**src/res_pkg.sv**
```systemverilog
// package for the reset and exception entry sequencer
package res_pkg;
  // ==========================================================
  // vector addresses and widths
  localparam int          RES_ADDR_W      = 16;
  localparam int          RES_DATA_W      = 8;
  localparam int          RES_IRQ_N       = 8;
  localparam logic [15:0] RES_VEC_HI_ADDR = 16'h0000;
  localparam logic [15:0] RES_VEC_LO_ADDR = 16'h0001;
  localparam logic [15:0] RES_IRQ_VEC_BASE = 16'h0008;
  // ==========================================================
  // condition flags layout and reset value
  localparam int          RES_CCR_IMASK_BIT = 7;
  localparam logic [7:0]  RES_CCR_RESET     = 8'h80;
  // least reset pulse while running, in system clocks
  localparam int          RES_MIN_LOW_CYC   = 10;

  typedef enum logic [2:0] {
    RES_ST_RESET,
    RES_ST_INIT,
    RES_ST_VEC_HI,
    RES_ST_VEC_LO,
    RES_ST_RUN,
    RES_ST_IRQ_ENTRY
  } res_state_e;

  // memory read request toward the bus
  typedef struct packed {
    logic        req;
    logic [15:0] addr;
  } res_mem_req_s;
endpackage : res_pkg

```
**src/res_exception_seq.sv**
```systemverilog
// reset and interrupt exception entry sequencer
//
// Function
// - reset outranks every interrupt
// - reset handling starts right after release
// - interrupts enter only at instruction boundaries
// - reset low halts everything immediately
// - reset initialises state, sets mask bit
// - load PC from vector at 0000/0001
// - interrupts masked right after reset handling
// - first instruction runs before any interrupt
// - mask set: flags latch in run or entry state only, none accepted
// - highest priority pending interrupt served first
`timescale 1ns/10ps
module res_exception_seq
  import res_pkg::*;
#(
  parameter int IRQ_N = RES_IRQ_N
) (
  input  wire logic                  mclk_in,
  input  wire logic                  rstn_in,
  input  wire logic                  reset_in_n,
  input  wire logic [IRQ_N-1:0]      irq_req_in,
  input  wire logic                  irq_clr_in,
  input  wire logic [IRQ_N-1:0]      irq_clr_mask_in,
  input  wire logic                  mem_ack_in,
  input  wire logic [7:0]            mem_rdata_in,
  input  wire logic                  insn_done_in,
  input  wire logic                  ccr_wr_in,
  input  wire logic [7:0]            ccr_wdata_in,
  output res_mem_req_s               mem_req_out,
  output logic                       periph_init_out,
  output logic                       core_run_out,
  output logic                       pc_load_out,
  output logic [15:0]                pc_out,
  output logic                       irq_take_out,
  output logic [15:0]                irq_vec_out,
  output logic [IRQ_N-1:0]           irq_flags_out,
  output logic [7:0]                 condition_flags_reg_out
);

  // ==========================================================
  // reset pin synchroniser; low forces the reset state at once
  logic       rst_s1;
  logic       rst_s2;
  // either source clears the synchroniser without waiting for a clock
  wire logic  pin_rst_n = rstn_in & reset_in_n;

  always_ff @(posedge mclk_in or negedge pin_rst_n) begin
    if (!pin_rst_n) begin
      rst_s1 <= 1'b0;
      rst_s2 <= 1'b0;
    end else begin
      rst_s1 <= 1'b1;
      rst_s2 <= rst_s1;
    end
  end
  // the async assert halts at once; release is synchronised
  // so every state flop leaves reset on one and the same edge
  wire logic core_rst_n = rst_s2;

  // ==========================================================
  // sequencer state
  res_state_e        state;
  res_state_e        next_state;
  logic [7:0]        vec_hi;
  logic [7:0]        condition_flags_reg;
  logic [IRQ_N-1:0]  irq_flags;
  logic              first_insn_done;

  // ==========================================================
  // interrupt priority: lowest index is highest priority
  localparam int SEL_W = (IRQ_N > 1) ? $clog2(IRQ_N) : 1;
  wire logic [IRQ_N:0]   below_set;
  wire logic [IRQ_N-1:0] irq_win;
  logic [SEL_W-1:0]      irq_sel;

  // a flag wins when no flag of lower index is set
  assign below_set[0] = 1'b0;
  for (genvar g = 0; g < IRQ_N; g++) begin : g_prio
    assign below_set[g+1] = below_set[g] | irq_flags[g];
    assign irq_win[g]     = irq_flags[g] & ~below_set[g];
  end

  // irq_win is one-hot or zero, so an or of indices is exact
  always_comb begin
    irq_sel = '0;
    for (int i = 0; i < IRQ_N; i++) begin
      if (irq_win[i]) begin
        irq_sel = irq_sel | SEL_W'(i);
      end
    end
  end

  wire logic imask    = condition_flags_reg[RES_CCR_IMASK_BIT];
  wire logic any_irq  = below_set[IRQ_N];
  wire logic in_run   = state == RES_ST_RUN;
  wire logic in_entry = state == RES_ST_IRQ_ENTRY;
  wire logic hi_ack   = state == RES_ST_VEC_HI && mem_ack_in;
  wire logic lo_ack   = state == RES_ST_VEC_LO && mem_ack_in;
  // accept only after first instruction and with mask clear
  wire logic irq_ok   = any_irq && !imask && first_insn_done;
  // an entry in progress is never cut short by a second one
  wire logic take_irq = in_run && insn_done_in && irq_ok;

  // vector reads wait for the bus without limit; a bus that never
  // acknowledges leaves the core in the fetch states
  always_comb begin
    next_state = state;
    case (state)
      RES_ST_RESET:     next_state = RES_ST_INIT;
      RES_ST_INIT:      next_state = RES_ST_VEC_HI;
      RES_ST_VEC_HI:    if (mem_ack_in) next_state = RES_ST_VEC_LO;
      RES_ST_VEC_LO:    if (mem_ack_in) next_state = RES_ST_RUN;
      RES_ST_RUN:       if (take_irq) next_state = RES_ST_IRQ_ENTRY;
      RES_ST_IRQ_ENTRY: if (insn_done_in) next_state = RES_ST_RUN;
      default:          next_state = RES_ST_RESET;
    endcase
  end

  // ==========================================================
  // the reset path always wins over any interrupt activity
  always_ff @(posedge mclk_in or negedge core_rst_n) begin
    if (!core_rst_n) begin
      state <= RES_ST_RESET;
    end else begin
      state <= next_state;
    end
  end

  always_ff @(posedge mclk_in or negedge core_rst_n) begin
    if (!core_rst_n) begin
      vec_hi <= 8'h00;
    end else if (hi_ack) begin
      vec_hi <= mem_rdata_in;
    end
  end

  always_ff @(posedge mclk_in or negedge core_rst_n) begin
    if (!core_rst_n) begin
      condition_flags_reg <= RES_CCR_RESET;
    end else if (take_irq) begin
      condition_flags_reg[RES_CCR_IMASK_BIT] <= 1'b1;
    end else if (ccr_wr_in && in_run) begin
      condition_flags_reg <= ccr_wdata_in;
    end
  end

  // flags latch in run or entry even when masked; a new request beats a clear
  // taking an interrupt clears only the winning flag
  logic [IRQ_N-1:0] next_flags;
  logic [IRQ_N-1:0] clr_bits;
  always_comb begin
    clr_bits = irq_clr_in ? irq_clr_mask_in : '0;
    if (take_irq) begin
      clr_bits[irq_sel] = 1'b1;
    end
    next_flags = (irq_flags & ~clr_bits) | irq_req_in;
  end

  always_ff @(posedge mclk_in or negedge core_rst_n) begin
    if (!core_rst_n) begin
      irq_flags <= '0;
    end else if (in_run || in_entry) begin
      irq_flags <= next_flags;
    end
  end

  always_ff @(posedge mclk_in or negedge core_rst_n) begin
    if (!core_rst_n) begin
      first_insn_done <= 1'b0;
    end else if (in_run && insn_done_in) begin
      first_insn_done <= 1'b1;
    end
  end

  // ==========================================================
  // vector load and interrupt entry outputs, registered
  always_ff @(posedge mclk_in or negedge core_rst_n) begin
    if (!core_rst_n) begin
      pc_load_out <= 1'b0;
      pc_out      <= 16'h0000;
    end else begin
      pc_load_out <= lo_ack;
      if (lo_ack) begin
        pc_out <= {vec_hi, mem_rdata_in};
      end
    end
  end

  // two bytes per vector slot, counted from the base slot
  always_ff @(posedge mclk_in or negedge core_rst_n) begin
    if (!core_rst_n) begin
      irq_take_out <= 1'b0;
      irq_vec_out  <= 16'h0000;
    end else begin
      irq_take_out <= take_irq;
      if (take_irq) begin
        irq_vec_out <= RES_IRQ_VEC_BASE + 16'({irq_sel, 1'b0});
      end
    end
  end

  // ==========================================================
  // output decode
  // request and address follow the state, so a bus that answers
  // in the same cycle is served without an extra wait
  wire logic fetch_hi = state == RES_ST_VEC_HI;
  wire logic fetch_lo = state == RES_ST_VEC_LO;

  assign mem_req_out.req  = fetch_hi | fetch_lo;
  assign mem_req_out.addr = fetch_lo ? RES_VEC_LO_ADDR
                                     : RES_VEC_HI_ADDR;
  assign periph_init_out  = (state == RES_ST_RESET)
                            || (state == RES_ST_INIT);
  assign core_run_out     = state == RES_ST_RUN;
  assign irq_flags_out    = irq_flags;
  assign condition_flags_reg_out = condition_flags_reg;

endmodule : res_exception_seq

```
**config.mk**
```make
export PLATFORM = sky130hd
export DESIGN_NAME = res_exception_seq
export DESIGN_NICKNAME = d
export VERILOG_FILES = /design/src/res_pkg.sv /design/src/res_exception_seq.sv
export SDC_FILE = /design/constraint.sdc
export NUM_CORES = 1
export LEC_CHECK = 0
export BUFFER_PORTS_ARGS = -buffer_cell sky130_fd_sc_hd__buf_2
export CAP_MARGIN = 20
export CORE_MARGIN = 3
export CORE_UTILIZATION = 30
export CTS_BUF_LIST = sky130_fd_sc_hd__clkbuf_2
export DETAILED_ROUTE_END_ITERATION = 8
export PLACE_DENSITY = 0.54
export SYNTH_ARGS = -nofsm -noshare
export SYNTH_HDL_FRONTEND = slang
export SYNTH_SLANG_ARGS = --single-unit
```
**constraint.sdc**
```tcl
create_clock -name mclk_in -period 2.02 [get_ports mclk_in]
set_clock_uncertainty 0.1 [all_clocks]
set_input_delay 0.101 -clock mclk_in [delete_from_list [all_inputs] [get_ports mclk_in]]
set_output_delay 0.101 -clock mclk_in [all_outputs]
set_load 0.02 [all_outputs]
```
==> run metrics <==
status complete, no violations; post-synthesis register bit count 52; Final nets 386; first-pass GRT wire length 9290 um; Post-DP HPWL 4070 um; Clock Latency Late Sink 0.41 ns; Max Slew Vio Count 0; clock share of power 0.099; final worst slack 0.0671 ns; commonest cells after routing, fill and taps aside 80 x buf_2, 49 x dfrtp_1, 44 x dlygate4sd3_1; Worst-path clk slew 0.22 ns; Starting Density 0.314; drt drc 0; IO Port Bufs 80; CTS buffer count 5; Gate power share 0.481; Crit path arrival time 2.17 ns; Int Pwr 0.00247 W; wire per inst 12.5 um; Pwr Density 1170 nW/um^2; final hold vios 0; TritonCTS clock tree built; peak supply drop 0.576 mV; fraction of layout instances using a drive strength above 1 0.422; vias in the first global route 1964; most common cell after layout, fill and taps aside buf_2; register area 1310 um^2; setup TNS 0 ns; GR Overflow Total 0; crit path kind register to register; yosys warns 0; CTS max path bufs 2; cell taking the most area after synthesis dfrtp_1; Die H 96.7 um; synthesized area per cell 12.0 um^2; Synth top area share 0.517; Worst Path Buf+Inv 1; post-layout min period 1.95 ns; switch share 0.393; CP required 2.24 ns; # fillers 766; post-synth cell types 40; Die ar. 9350 um^2; hold slack 0.0520 ns; final cycle utilization of the critical path 0.967; I/O pin count 108; synthesized area 2470 um^2; Via density 4.30; number of antenna violations at the first check in global routing 0; P_leak 1.70 nW; CP max FO 5; CTS root buf clkbuf_2; die width 96.7 um; slowest stage cell, crit path or4_4; vias 1934; Flop pwr share 0.420; final WL 5630 um; cts repair resizes 0; crit path cell chain or4_4, o211ai_4, buf_4, a21oi_1, o31a_1; n_diodes 0; Final Setup Violations 0; Hold WC Path Type primary input to register; largest net degree at the start of global routing 27; CORE AREA 7850 um^2; remaining antenna violation count 0; largest cells by area after synthesis dfrtp_1 52%, mux2_2 10%, buf_4 8.5%; number of max-cap violations 0; critical path launch point type register; Global Route Usage Sum 0.120; RSZ-0062 raised after global routing false; CP peak stage delay 0.56 ns; crit path capture type register; GP Congestion 0.766; max_slew headroom 0.597; row count 32; pre-CTS setup slack 0.0602 ns; NetSw 0.00160 W; H-tree depth 2; Mapped Cells 206; Worst Tran Pin Value 0.604 ns; family with the most delay on the worst path compound AO/OA/AOI/OAI gates; Peak Freq 0.512 GHz; Starting DRT DRC Count 78; Area growth, synth to finish 40.7%; clock sink count 52; total iterations of the first detailed-routing run 4; register area share after synthesis 0.528; area of the multi-input gates 998 um^2
## area by class of cell
type,instances,share of cell area
clock buffer,7,0.0101
tap,102,0.0368
inverter,5,0.00541
multi-input combinational,142,0.288
timing repair buffer,141,0.283
clock inverter,1,0.00144
sequential,52,0.376
## per-stage QoR
stage,instance area [um^2],power [W],util,cells
global route,3470,0.00437,0.442,450
detailed placement,2980,0.00365,0.379,396
floorplan,2570,0.00306,-,232
CTS,3460,0.00415,0.440,448
global placement,2980,0.00361,0.379,396
finish,3470,0.00408,0.442,450
## synthesized netlist by cell type (all sizes together)
master and number:
dfrtp 51, buf 32, mux2 31, nand2 23, nand3 10, nor2 6
inv 5, o211ai 5, a21oi 3, and2 3, nand2b 3, nor2b 3
o311ai 3, a21o 2, conb 2, mux2i 2, nor3b 2, o21ai 2
o31ai 2, or2 2, or4 2, a22o 1, a31oi 1, and4bb 1
clkbuf 1, dfstp 1, nand4b 1, nor3 1, nor4 1, o21bai 1
o221ai 1, o31a 1, o32a 1
## sequential cells by signal, indices dropped and copies added, names as in the netlist
name and cells:
rst_s1 1, pc_out 16, pc_load_out 1, irq_take_out 1, irq_vec_out 4, irq_flags_out 8, state 3, core_rst_n 1
condition_flags_reg_out 8, vec_hi 8, first_insn_done 1
## metal layers
metal | wire, um | GRT usage
met1 | 2460 | 0.151
met4 | 65 | 0.0367
met5 | 0 | 0
met2 | 2750 | 0.203
met3 | 352 | 0.0310
## power by group through the flow
stage | logic (W) | registers, W | clock network (W)
after floorplan | 0.000950 | 0.00211 | 0
after global placement | 0.00189 | 0.00173 | 0
after detailed placement | 0.00191 | 0.00174 | 0
after CTS | 0.00199 | 0.00172 | 0.000440
after global routing | 0.00212 | 0.00178 | 0.000473
final | 0.00196 | 0.00171 | 0.000404
## kinds of logic after synthesis
family / Yosys count / share of synthesized area
other: 2 / 0.00304
flip-flops: 52 / 0.528
AND/OR/NAND/NOR: 58 / 0.128
AO/OA/AOI/OAI: 23 / 0.0740
buffers and inverters: 38 / 0.107
multiplexers: 33 / 0.160
## final timing paths
| kind | end | depth (start not counted) | from | slack [ns] |
|---|---|---|---|---|
| max in group asynchronous | core_rst_n$_DFF_PN0_ | 5 | reset_in_n | 0.63 |
| hold reg to reg | first_insn_done$_DFFE_PN0P_ | 0 | core_rst_n$_DFF_PN0_ | 0.18 |
| setup / recovery | state[0]$_DFFE_PN0P_ | 5 | irq_flags_out[0]$_DFFE_PN0P_ | 0.07 |
| min in group asynchronous | first_insn_done$_DFFE_PN0P_ | 0 | core_rst_n$_DFF_PN0_ | 0.18 |
| setup reg to reg | state[0]$_DFFE_PN0P_ | 5 | irq_flags_out[0]$_DFFE_PN0P_ | 0.07 |
| hold / removal | condition_flags_reg_out[7]$_DFFE_PN1P_ | 4 | ccr_wr_in | 0.05 |
## repair_timing
action / in CTS / in global routing
hold buffers: 44 / 0
buffers inserted: 0 / 2
endpoints found under the hold margin: 38 / 0
endpoints found under the setup margin: 0 / 5
## worst reg2reg max path, stage by stage, from the launching register on
cell,delay (ns)
dfrtp_1,0.44
or4_4,0.56
o211ai_4,0.29
buf_4,0.17
a21oi_1,0.06
o31a_1,0.27
Note: power is estimated with default switching activity, not from simulation.
